### src/hola_defines.vh
/*
  Constants for the heater overcurrent and loop break alarm block:
  register byte offsets, reset values, field codes and timing figures.
  Assumes it is included by its bare name and holds definitions only.
*/
`ifndef HOLA_DEFINES_VH
`define HOLA_DEFINES_VH

`define HOLA_CLK_HZ        25000000
`define HOLA_ON_MIN_MS     100
`define HOLA_SEC_S         1

`define HOLA_OFF_OC_THR    8'h00
`define HOLA_OFF_OC_HYST   8'h04
`define HOLA_OFF_OC_LATCH  8'h08
`define HOLA_OFF_LB_TIME   8'h0C
`define HOLA_OFF_LB_LEVEL  8'h10
`define HOLA_OFF_LB_BAND   8'h14
`define HOLA_OFF_ALM_TYPE  8'h18
`define HOLA_OFF_CT_MON    8'h1C
`define HOLA_OFF_STATUS    8'h20
`define HOLA_OFF_COMMAND   8'h24

`define HOLA_RST_OC_THR    11'h3E8
`define HOLA_RST_OC_HYST   11'h001
`define HOLA_RST_LB_TIME   14'h0000
`define HOLA_RST_LB_LEVEL  14'h0050
`define HOLA_RST_LB_BAND   14'h001E
`define HOLA_RST_ALM_TYPE  8'h00

`define HOLA_OC_FORCE_ON   11'h000
`define HOLA_OC_FORCE_OFF  11'h3E8
`define HOLA_OC_THR_MAX    11'h3E8
`define HOLA_HYST_MAX      11'h3E8
`define HOLA_LB_TIME_MAX   14'h270F
`define HOLA_LB_VAL_MAX    14'h270F
`define HOLA_ALM_TYPE_LB   8'h0C

`define HOLA_ST_OC_BIT     0
`define HOLA_ST_LB_BIT     1
`define HOLA_CMD_RST_ERR   0

`endif

### src/hola_alarm.v
/*
  Heater overcurrent monitor and control loop break monitor for one
  channel, with an APB register slave. Currents are in tenths of an
  ampere; process value and set point arrive as signed counts at the
  sensor decimal position. Assumes all inputs are synchronous to REF_CLK.
*/
`timescale 1ns/1ps
`include "hola_defines.vh"

module hola_alarm #(
  parameter ON_MIN_CYCLES = `HOLA_ON_MIN_MS * (`HOLA_CLK_HZ / 1000),
  parameter SEC_CYCLES    = `HOLA_SEC_S * `HOLA_CLK_HZ
) (
  input  wire        REF_CLK,
  input  wire        RSTN,
  input  wire        PSEL,
  input  wire        PENABLE,
  input  wire        PWRITE,
  input  wire [7:0]  PADDR,
  input  wire [31:0] PWDATA,
  output reg  [31:0] PRDATA,
  output wire        PREADY,
  output wire        PSLVERR,
  input  wire        SW_RESET,
  input  wire        RUNNING,
  input  wire        SP_RAMPING,
  input  wire        AUTOTUNING,
  input  wire        MANUAL_MODE,
  input  wire        HEAT_ON,
  input  wire        COOLING_OUTPUT,
  input  wire        CURRENT_TRANSFORMER_INPUT,
  input  wire [10:0] HEATER_CURRENT,
  input  wire [1:0]  DECIMAL_POS,
  input  wire signed [15:0] PROCESS_VALUE,
  input  wire signed [15:0] SET_POINT,
  output reg         HEATER_OVERCURRENT_ALARM,
  output reg         LOOP_BREAK_ALARM
);

  reg  [10:0] oc_thr_reg;
  reg  [10:0] hyst_pend_reg;
  reg  [10:0] hyst_act_reg;
  reg         oc_latch_reg;
  reg  [13:0] lb_time_reg;
  reg  [13:0] lb_level_reg;
  reg  [13:0] lb_band_reg;
  reg  [7:0]  alm_type_reg;
  reg  [10:0] ct_mon_reg;
  reg  [21:0] on_cnt_reg;
  reg  [24:0] sec_cnt_reg;
  reg  [13:0] intv_reg;
  reg  [17:0] ref_dev_reg;

  reg  [31:0] rdata_next;
  wire        wr_en = PSEL & PENABLE & PWRITE;
  wire        locked_off;
  reg         mapped;
  reg         err;
  wire [10:0] wdata11 = PWDATA[10:0];
  wire [13:0] wdata14 = PWDATA[13:0];

  assign PREADY  = 1'b1;
  assign PSLVERR = PSEL & PENABLE & err;

  assign locked_off = (PADDR == `HOLA_OFF_OC_HYST) || (PADDR == `HOLA_OFF_OC_LATCH) ||
                      (PADDR == `HOLA_OFF_LB_TIME) || (PADDR == `HOLA_OFF_LB_LEVEL) ||
                      (PADDR == `HOLA_OFF_LB_BAND);

  // Decode and error answer; a refused write stores nothing.
  always @* begin
    case (PADDR)
      `HOLA_OFF_OC_THR, `HOLA_OFF_OC_HYST, `HOLA_OFF_OC_LATCH, `HOLA_OFF_LB_TIME,
      `HOLA_OFF_LB_LEVEL, `HOLA_OFF_LB_BAND, `HOLA_OFF_ALM_TYPE, `HOLA_OFF_CT_MON,
      `HOLA_OFF_STATUS, `HOLA_OFF_COMMAND: mapped = 1'b1;
      default: mapped = 1'b0;
    endcase
    err = ~mapped | (PWRITE & RUNNING & locked_off);
  end

  wire do_wr = wr_en & ~err;
  wire thr_wr = do_wr && (PADDR == `HOLA_OFF_OC_THR);
  wire rst_err_cmd = do_wr && (PADDR == `HOLA_OFF_COMMAND) && PWDATA[`HOLA_CMD_RST_ERR];

  always @* begin
    rdata_next = 32'h00000000;
    case (PADDR)
      `HOLA_OFF_OC_THR:   rdata_next[10:0] = oc_thr_reg;
      `HOLA_OFF_OC_HYST:  rdata_next[10:0] = hyst_pend_reg;
      `HOLA_OFF_OC_LATCH: rdata_next[0]    = oc_latch_reg;
      `HOLA_OFF_LB_TIME:  rdata_next[13:0] = lb_time_reg;
      `HOLA_OFF_LB_LEVEL: rdata_next[13:0] = lb_level_reg;
      `HOLA_OFF_LB_BAND:  rdata_next[13:0] = lb_band_reg;
      `HOLA_OFF_ALM_TYPE: rdata_next[7:0]  = alm_type_reg;
      `HOLA_OFF_CT_MON:   rdata_next[10:0] = ct_mon_reg;
      `HOLA_OFF_STATUS: begin
        rdata_next[`HOLA_ST_OC_BIT] = HEATER_OVERCURRENT_ALARM;
        rdata_next[`HOLA_ST_LB_BIT] = LOOP_BREAK_ALARM;
      end
      default: rdata_next = 32'h00000000;
    endcase
  end

  // Read data is captured in the setup cycle so that it comes from a flop
  // without a wait state; the value shown is that of one cycle earlier.
  always @(posedge REF_CLK or negedge RSTN) begin
    if (!RSTN)
      PRDATA <= 32'h00000000;
    else if (PSEL && !PENABLE)
      PRDATA <= rdata_next;
  end

  // Out-of-range settings are clamped to the top of their range; a zero hysteresis or loop break level is stored as 1.
  always @(posedge REF_CLK or negedge RSTN) begin
    if (!RSTN) begin
      oc_thr_reg    <= `HOLA_RST_OC_THR;
      hyst_pend_reg <= `HOLA_RST_OC_HYST;
      oc_latch_reg  <= 1'b0;
      lb_time_reg   <= `HOLA_RST_LB_TIME;
      lb_level_reg  <= `HOLA_RST_LB_LEVEL;
      lb_band_reg   <= `HOLA_RST_LB_BAND;
      alm_type_reg  <= `HOLA_RST_ALM_TYPE;
    end else if (do_wr) begin
      case (PADDR)
        `HOLA_OFF_OC_THR:
          oc_thr_reg <= (wdata11 > `HOLA_OC_THR_MAX) ? `HOLA_OC_THR_MAX : wdata11;
        `HOLA_OFF_OC_HYST:
          hyst_pend_reg <= (wdata11 > `HOLA_HYST_MAX) ? `HOLA_HYST_MAX :
                           (wdata11 == 11'h000) ? 11'h001 : wdata11;
        `HOLA_OFF_OC_LATCH: oc_latch_reg <= PWDATA[0];
        `HOLA_OFF_LB_TIME:
          lb_time_reg <= (wdata14 > `HOLA_LB_TIME_MAX) ? `HOLA_LB_TIME_MAX : wdata14;
        `HOLA_OFF_LB_LEVEL:
          lb_level_reg <= (wdata14 > `HOLA_LB_VAL_MAX) ? `HOLA_LB_VAL_MAX :
                          (wdata14 == 14'h0000) ? 14'h0001 : wdata14;
        `HOLA_OFF_LB_BAND:
          lb_band_reg <= (wdata14 > `HOLA_LB_VAL_MAX) ? `HOLA_LB_VAL_MAX : wdata14;
        `HOLA_OFF_ALM_TYPE: alm_type_reg <= PWDATA[7:0];
        default: oc_thr_reg <= oc_thr_reg;
      endcase
    end
  end

  // The working hysteresis only moves on a unit software reset or power-up,
  // so a value staged while stopped cannot disturb a running comparison.
  always @(posedge REF_CLK or negedge RSTN) begin
    if (!RSTN)
      hyst_act_reg <= `HOLA_RST_OC_HYST;
    else if (SW_RESET)
      hyst_act_reg <= hyst_pend_reg;
  end

  // Heating on-time: detection opens only once the pulse outlasts 100 ms.
  wire on_valid = (on_cnt_reg > ON_MIN_CYCLES);
  always @(posedge REF_CLK or negedge RSTN) begin
    if (!RSTN)
      on_cnt_reg <= 22'h000000;
    else if (!HEAT_ON)
      on_cnt_reg <= 22'h000000;
    else if (!on_valid)
      on_cnt_reg <= on_cnt_reg + 22'h000001;
  end

  wire oc_avail = CURRENT_TRANSFORMER_INPUT & ~COOLING_OUTPUT;
  wire [10:0] clr_lvl = (oc_thr_reg > hyst_act_reg) ? (oc_thr_reg - hyst_act_reg)
                                                    : 11'h000;
  reg oc_next;

  always @* begin
    oc_next = HEATER_OVERCURRENT_ALARM;
    if (!oc_avail)
      oc_next = 1'b0;
    else if (oc_thr_reg == `HOLA_OC_FORCE_OFF)
      oc_next = 1'b0;
    else if (oc_thr_reg == `HOLA_OC_FORCE_ON)
      oc_next = 1'b1;
    else if (HEAT_ON && on_valid) begin
      if (HEATER_CURRENT > oc_thr_reg)
        oc_next = 1'b1;
      else if (HEATER_CURRENT < clr_lvl && !oc_latch_reg)
        oc_next = 1'b0;
    end
    if (HEATER_OVERCURRENT_ALARM && oc_latch_reg && oc_avail &&
        oc_thr_reg != `HOLA_OC_FORCE_OFF)
      oc_next = 1'b1;
    if (rst_err_cmd || SW_RESET || (thr_wr && wdata11 >= `HOLA_OC_FORCE_OFF))
      oc_next = 1'b0;
  end

  // The alarm is a plain output; nothing here gates the heating output.
  always @(posedge REF_CLK or negedge RSTN) begin
    if (!RSTN) begin
      HEATER_OVERCURRENT_ALARM <= 1'b0;
      ct_mon_reg               <= 11'h000;
    end else begin
      HEATER_OVERCURRENT_ALARM <= oc_next;
      ct_mon_reg               <= HEATER_CURRENT;
    end
  end

  // With decimal position 0 the inputs are whole units, scaled by ten so
  // they share the tenths resolution of the level and band settings.
  wire signed [17:0] pv_s = {{2{PROCESS_VALUE[15]}}, PROCESS_VALUE};
  wire signed [17:0] sp_s = {{2{SET_POINT[15]}}, SET_POINT};
  wire signed [17:0] raw_dev = sp_s - pv_s;
  wire signed [17:0] dev_sc = (DECIMAL_POS == 2'b00) ?
                              ((raw_dev <<< 3) + (raw_dev <<< 1)) : raw_dev;
  wire [17:0] dev_abs = dev_sc[17] ? (18'h00000 - dev_sc) : dev_sc;
  wire signed [18:0] reduce = $signed({1'b0, ref_dev_reg}) - $signed({1'b0, dev_abs});
  wire band_met = (reduce >= $signed({5'h00, lb_band_reg}));

  wire lb_en = (alm_type_reg == `HOLA_ALM_TYPE_LB) && (lb_time_reg != 14'h0000) &&
               RUNNING && !SP_RAMPING && !AUTOTUNING && !MANUAL_MODE;
  wire outside = (dev_abs > {4'h0, lb_level_reg});
  wire sec_tick = (sec_cnt_reg == SEC_CYCLES - 1);
  wire intv_end = sec_tick && (intv_reg + 14'h0001 >= lb_time_reg);

  always @(posedge REF_CLK or negedge RSTN) begin
    if (!RSTN) begin
      LOOP_BREAK_ALARM <= 1'b0;
      sec_cnt_reg      <= 25'h0000000;
      intv_reg         <= 14'h0000;
      ref_dev_reg      <= 18'h00000;
    end else if (!lb_en || !outside) begin
      LOOP_BREAK_ALARM <= 1'b0;
      sec_cnt_reg      <= 25'h0000000;
      intv_reg         <= 14'h0000;
      ref_dev_reg      <= dev_abs;
    end else if (LOOP_BREAK_ALARM && band_met) begin
      LOOP_BREAK_ALARM <= 1'b0;
      sec_cnt_reg      <= 25'h0000000;
      intv_reg         <= 14'h0000;
      ref_dev_reg      <= dev_abs;
    end else if (intv_end) begin
      LOOP_BREAK_ALARM <= ~band_met;
      sec_cnt_reg      <= 25'h0000000;
      intv_reg         <= 14'h0000;
      ref_dev_reg      <= dev_abs;
    end else begin
      sec_cnt_reg <= sec_tick ? 25'h0000000 : sec_cnt_reg + 25'h0000001;
      if (sec_tick)
        intv_reg <= intv_reg + 14'h0001;
    end
  end

endmodule

### config.mk
export PLATFORM = sky130hd
export DESIGN_NAME = hola_alarm
export DESIGN_NICKNAME = d
export VERILOG_FILES = /design/src/hola_alarm.v
export VERILOG_INCLUDE_DIRS = /design/src
export SDC_FILE = /design/constraint.sdc
export NUM_CORES = 1
export LEC_CHECK = 0
export ABC_AREA = 1
export BUFFER_PORTS_ARGS = -buffer_cell sky130_fd_sc_hd__buf_2
export CORE_AREA = 2 2 185 151
export CTS_CLUSTER_SIZE = 25
export DETAILED_ROUTE_END_ITERATION = 7
export DIE_AREA = 0 0 187 153
export PLACE_DENSITY = 0.78
export SYNTH_ARGS = -nofsm -noshare
export SYNTH_HDL_FRONTEND = slang
export SYNTH_SLANG_ARGS = --single-unit
### constraint.sdc
create_clock -name REF_CLK -period 3.3 [get_ports REF_CLK]
set_input_delay 0 -clock REF_CLK [delete_from_list [all_inputs] [get_ports REF_CLK]]
set_output_delay 0 -clock REF_CLK [all_outputs]
set_load 0.02 [all_outputs]
## After elaboration in Yosys (flattened, before gate mapping)

Index checks and enable logic that the tools add are counted.

- Add/subtract/negate cells: 8
- $lt $le $gt $ge: 10
- Eq/ne operators: 16
- Muxes and demuxes: 39
- Bitwise gates (word level): 12
- Reductions and logical operators: 48

Operators with widths:

| kind | count |
|---|---|
| $mux W25 | 4 |
| $mux W14 | 7 |
| $mux W18 | 5 |
| $mux W11 | 4 |
| $mux W22 | 2 |
| $pmux W6 S7 | 1 |
| $eq A8 B5 Y1 const B | 4 |
| $add A25 B1 Y25 const B | 1 |
| $eq A25 B25 Y1 const B | 1 |
| $eq A8 B4 Y1 const B | 3 |
| $add A22 B1 Y22 const B | 1 |
| $gt A11 B11 Y1 | 2 |
| $gt A22 B22 Y1 const B | 1 |
| $logic_not A11 Y1 | 2 |
| $ge A19 B15 Y1 | 1 |
| $sub A18 B18 Y19 | 1 |
| $add A18 B18 Y18 | 1 |
| $gt A18 B14 Y1 | 1 |
| $pmux W3 S6 | 1 |
| $sub A1 B18 Y18 const A | 1 |
| $logic_and A1 B1 Y1 | 17 |
| $sub A16 B16 Y17 | 1 |
| $eq A8 B6 Y1 const B | 2 |
| $reduce_and A2 Y1 | 8 |
| 29 further kinds | 61 |

- Bits in registers: 190
- Output and inout bits: 36
- Word-level logic and storage cells: 149

## Depth between registers and ports, before layout

- Depth in word-level cells: 15
- Gate-level depth with buffers: 58
- Mapped depth without buffers: 56

## Worst setup path before layout

OpenSTA, ideal clock, no wires.

- Path kind: input-to-reg
- From: input port SET_POINT[0]
- To: register sec_cnt_reg[20]
- Library setup time: 0.080 ns
- Data arrival time: 6.155 ns
- Setup slack: -2.935 ns
- Cell stages on the path: 48
- Buffers on the path: 2
- Cells stage by stage: inv_1 > ha_1 > fa_1 > inv_1 > nand2_1 > nand2_2 > nand3_2 > nand2_1 > nand2_1 > nand2_1 > nand2_1 > nand2_2 > nand3_1 > nand3_1 > nand2_1 > ha_1 > nand2_1 > nor3_1 > [... 12 more ...] > nand3_1 > a21boi_0 > a31oi_1 > o31ai_1 > xor2_1 > ha_1 > a21oi_1 > nand2_1 > a21oi_1 > nand2_1 > nor2_1 > nand4_1 > nand2_1 > nand2_2 > nand2_4 > nand2_2 > buf_4 > nor3_2

- Longest elaborated chain between the ends: 10

Ends and longest elaborated chain:

| item | RTL line | text |
|---|---|---|
| from (decl) | hola_alarm.v:35 | `input wire signed [15:0] SET_POINT,` |
| $sub A16 B16 Y17 * | hola_alarm.v:204 | `wire signed [17:0] raw_dev = sp_s - pv_s;` |
| $add A18 B18 Y18 | hola_alarm.v:206 | `((raw_dev <<< 3) + (raw_dev <<< 1)) : raw_dev;` |
| $mux W18 * | hola_alarm.v:205 | `wire signed [17:0] dev_sc = (DECIMAL_POS == 2'b00) ?` |
| $sub A1 B18 Y18 | hola_alarm.v:207 | `wire [17:0] dev_abs = dev_sc[17] ? (18'h00000 - dev_sc) : dev_sc;` |
| $mux W18 * | hola_alarm.v:207 |  |
| via dev_abs[1] | hola_alarm.v:207 |  |
| $sub A18 B18 Y19 | hola_alarm.v:208 | `wire signed [18:0] reduce = $signed({1'b0, ref_dev_reg}) - $signed({1'b0, dev_abs});` |
| $ge A19 B15 Y1 | hola_alarm.v:209 | `wire band_met = (reduce >= $signed({5'h00, lb_band_reg}));` |
| $logic_and A1 B1 Y1 | hola_alarm.v:228 | `end else if (LOOP_BREAK_ALARM && band_met) begin` |
| $mux W25 | hola_alarm.v:228 |  |
| $mux W25 * | hola_alarm.v:223 | `end else if (!lb_en \|\| !outside) begin` |
| to (signal assigned) | hola_alarm.v:239 | `sec_cnt_reg <= sec_tick ? 25'h0000000 : sec_cnt_reg + 25'h0000001;` |
| to (decl) | hola_alarm.v:50 | `reg [24:0] sec_cnt_reg;` |

The timed path passes the listed nets; every way through them passes the cells marked *.
A chain may end at the register's enable or synchronous reset.

## Final worst setup path

- From: input port SET_POINT[2]
- To: register sec_cnt_reg[14]

The elaborated chain is that of the path after synthesis.

==> flow_metrics.env <==
export IMPL_drt_total_wl_um=47500
export IMPL_clock_sinks=190
export IMPL_yosysSeqAreaShare_pct=33.0
export IMPL_ys_flop_type="dfrtp_1"
export IMPL_min_period_over_period_pct=185
export IMPL_place_ws_ps=-3160
export IMPL_p_seq_share_pct=25.2
export IMPL_r2r_worst_path_cells=27
export IMPL_synth_edff_count=0
export IMPL_critPathMaxStageDelay_ps=300
export IMPL_hpwlAfterDp_um=32700
export IMPL_p_clk_share_pct=21.3
export IMPL_antenna_found_initial=0
export IMPL_routed_via_density=5.62
export IMPL_grt_total_usage_pct=32.2
export IMPL_regToRegEndpoint="HEATER_OVERCURRENT_ALARM"
export IMPL_swShare_pct=38.6
export IMPL_row_count=54
export IMPL_grt_pass1_vias=15560
export IMPL_fin_area_sq_um=19400
export IMPL_syn_inst=2011
export IMPL_worstHoldStart="PENABLE"
export IMPL_slew_headroom_pct=51.1
export IMPL_hold_class="in -> reg"
export IMPL_ys_types=60
export IMPL_dp_cells=2677
export IMPL_status="finished with violations"
export IMPL_cts_tree="yes"
export IMPL_ys_top_cells_by_count="438 x nand2_1, 334 x inv_1, 176 x dfrtp_1"
export IMPL_start_kind="primary input"
export IMPL_num_vias=15779
export IMPL_grt_overflow=0
export IMPL_grt_max_degree=86
export IMPL_power_mw=9.99
export IMPL_initial_core_util_pct=53.9
export IMPL_p_leak_nw=10.0
export IMPL_worstReg2RegStart="oc_thr_reg[1]"
export IMPL_yosys_register_bits=190
export IMPL_violations="negative setup slack"
export IMPL_crit_buf_inv=27
export IMPL_met2_length_um=22100
export IMPL_crit_fanout=8
export IMPL_finClkSkew_ps=8.48
export IMPL_synth_area_leaders="dfrtp_1 30%, nand2_1 11%, ha_1 11%"
export IMPL_ys_warn_count=0
export IMPL_fin_ws_ps=-2810
export IMPL_synth_avg_cell_area_sq_um=7.19
export IMPL_cts_root_buf="clkbuf_16"
export IMPL_hold_viol=0
export IMPL_instances_no_fill=2806
export IMPL_finalSetupViolations=59
export IMPL_p_int_mw=6.13
export IMPL_tightestPinTransition_ps=733
export IMPL_peakVddDrop_mv=0.420
export IMPL_final_antenna_net_count=0
export IMPL_cts_buffers=17
export IMPL_worstPathArrival_ps=6470
export IMPL_wl_met1_um=20100
export IMPL_cp_slowest_cell="ha_1"
export IMPL_synth_top_area_share_pct=30.5
export IMPL_insertion_delay_ps=440
export IMPL_ios=134
export IMPL_power_density_nw_per_um2=515
export IMPL_cpLargestDelayFamily="buffers and inverters"
export IMPL_min_path_cells=5
export IMPL_die_x_um=187
export IMPL_grt_pass1_wl_um=75200
export IMPL_diodes=0
export IMPL_whs_endpoint="PRDATA[6]"
export IMPL_layout_drive_gt1_share_pct=26.8
export IMPL_dieArea_sq_um=28600
export IMPL_drv_cap=0
export IMPL_portBuffers=96
export IMPL_dr_pass1_iters=6
export IMPL_crit_top_cell="buf_4"
export IMPL_slew_violations=0
export IMPL_critPathCaptureType="flop"
export IMPL_highest_layer="met4"
export IMPL_drcViolationCount=0
export IMPL_nFillCells=1925
export IMPL_clk_path_buf_depth=2
export IMPL_h_tree_depth=4
export IMPL_synth_most_common_cell="nand2_1"
export IMPL_drtIter0Drc=1739
export IMPL_largest_reg_flops=25
export IMPL_wire_per_inst_um=16.9
export IMPL_synth_area_sq_um=14500
export IMPL_syn_to_final_growth_pct=34.2
export IMPL_worstPathRequired_ps=3660
export IMPL_finalCriticalPeriod_ps=6110
export IMPL_place_gp_congestion=0.983
export IMPL_pwr_share_comb_pct=53.5
export IMPL_hold_ws_ps=22.9
export IMPL_chipHeight_um=153
export IMPL_coreArea_sq_um=26800
export IMPL_final_net_count=2654
export IMPL_fmax_ghz=0.164
export IMPL_synth_largest_area_cell="dfrtp_1"
export IMPL_postPlaceCellArea_sq_um=17300
export IMPL_rsz0062_at_grt="yes"
export IMPL_p_sw_mw=3.86
export IMPL_path_clk_slew_ps=70
export IMPL_rrSetupSlack_ps=-780
export IMPL_ys_async_sr_fraction_pct=100
export IMPL_critPathKind="in -> reg"
export IMPL_met3_length_um=3850
-- cell type report --
class | instances | area [sq um] | share of cell area, %
sequential | 190 | 4770 | 24.6
clock inverter | 11 | 133 | 0.683
clock buffer | 21 | 460 | 2.37
tap | 364 | 455 | 2.35
multi-input combinational | 1446 | 9020 | 46.5
timing repair buffer | 437 | 3280 | 16.9
inverter | 337 | 1280 | 6.61
-- routing by layer --
metal	vias up	global-route usage, %
met2	770	53.0
met4	0	10.7
met5	-	0
met3	157	6.22
met1	7421	42.7
li1	7431	-
-- placed cells by master, fill, tap and decap left out, types with 19 or more instances in the layout --
| cell type | n |
|---|---|
| ha_4 | 21 |
| o21ai_0 | 134 |
| nand2_2 | 38 |
| nand3_1 | 120 |
| ha_1 | 102 |
| inv_1 | 316 |
| buf_4 | 302 |
| conb_1 | 19 |
| o22ai_1 | 21 |
| dfrtp_1 | 176 |
| nand4_1 | 56 |
| nand2_1 | 414 |
| clkbuf_16 | 19 |
| nor2_1 | 147 |
| nor3_1 | 39 |
| buf_2 | 92 |
| dlygate4sd3_1 | 27 |
| a21oi_2 | 24 |
| xor2_1 | 30 |
| a21oi_1 | 75 |
-- timing repair --
item                       in CTS  in global routing
setup endpoints to repair      59                 59
cloned                          1                  2
setup buffers                  52                 15
resized for setup              70                 89
hold endpoints to repair      130                  0
hold buffers                   27                  0
pin swaps                      52                 81
-- tightest hold or removal path: stages --
cell and delay (ps):
buf_2 100, nor2_1 40, buf_4 170, nand2_1 80, nand2_1 50
-- stage by stage --
step                      util, %  TNS (ps)
after detailed placement     64.3   -180400
after global routing         72.4   -177790
after CTS                    70.2   -137810
after global placement       64.3   -164640
after floorplan                 -   -138010
final                        72.4   -158460
-- worst max-delay path by stage --
stage                     start         endpoint  slack [ps]  cells after the start
3_3_place_gp   PROCESS_VALUE[2]   sec_cnt_reg[5]       -2870                     51
4_1_cts            SET_POINT[0]   sec_cnt_reg[5]       -2420                     52
5_1_grt        PROCESS_VALUE[2]  sec_cnt_reg[14]       -3130                     53
3_5_place_dp   PROCESS_VALUE[2]   sec_cnt_reg[4]       -3160                     55
6_report           SET_POINT[2]  sec_cnt_reg[14]       -2810                     53
2_1_floorplan      SET_POINT[0]     intv_reg[10]       -2430                     51
-- cell families (layout without fill, tap and decap cells) --
group,count (synthesis),in the layout,synth area share (%)
other cells,2,19,0.0519
buf+inv,392,806,11.0
compound gates,332,332,13.1
xor+xnor,47,47,2.90
simple gates,921,921,28.8
fa+ha+maj,127,127,11.2
flops,190,190,33.0
-- power groups by stage --
stage	logic [mW]	clock network, mW	registers [mW]
after floorplan	2.57	0	2.54
after detailed placement	4.45	0	2.55
final	5.34	2.13	2.52
after global routing	5.85	2.24	2.53
after global placement	4.28	0	2.55
after CTS	4.75	2.14	2.51
(Power assumes the default switching activity.)
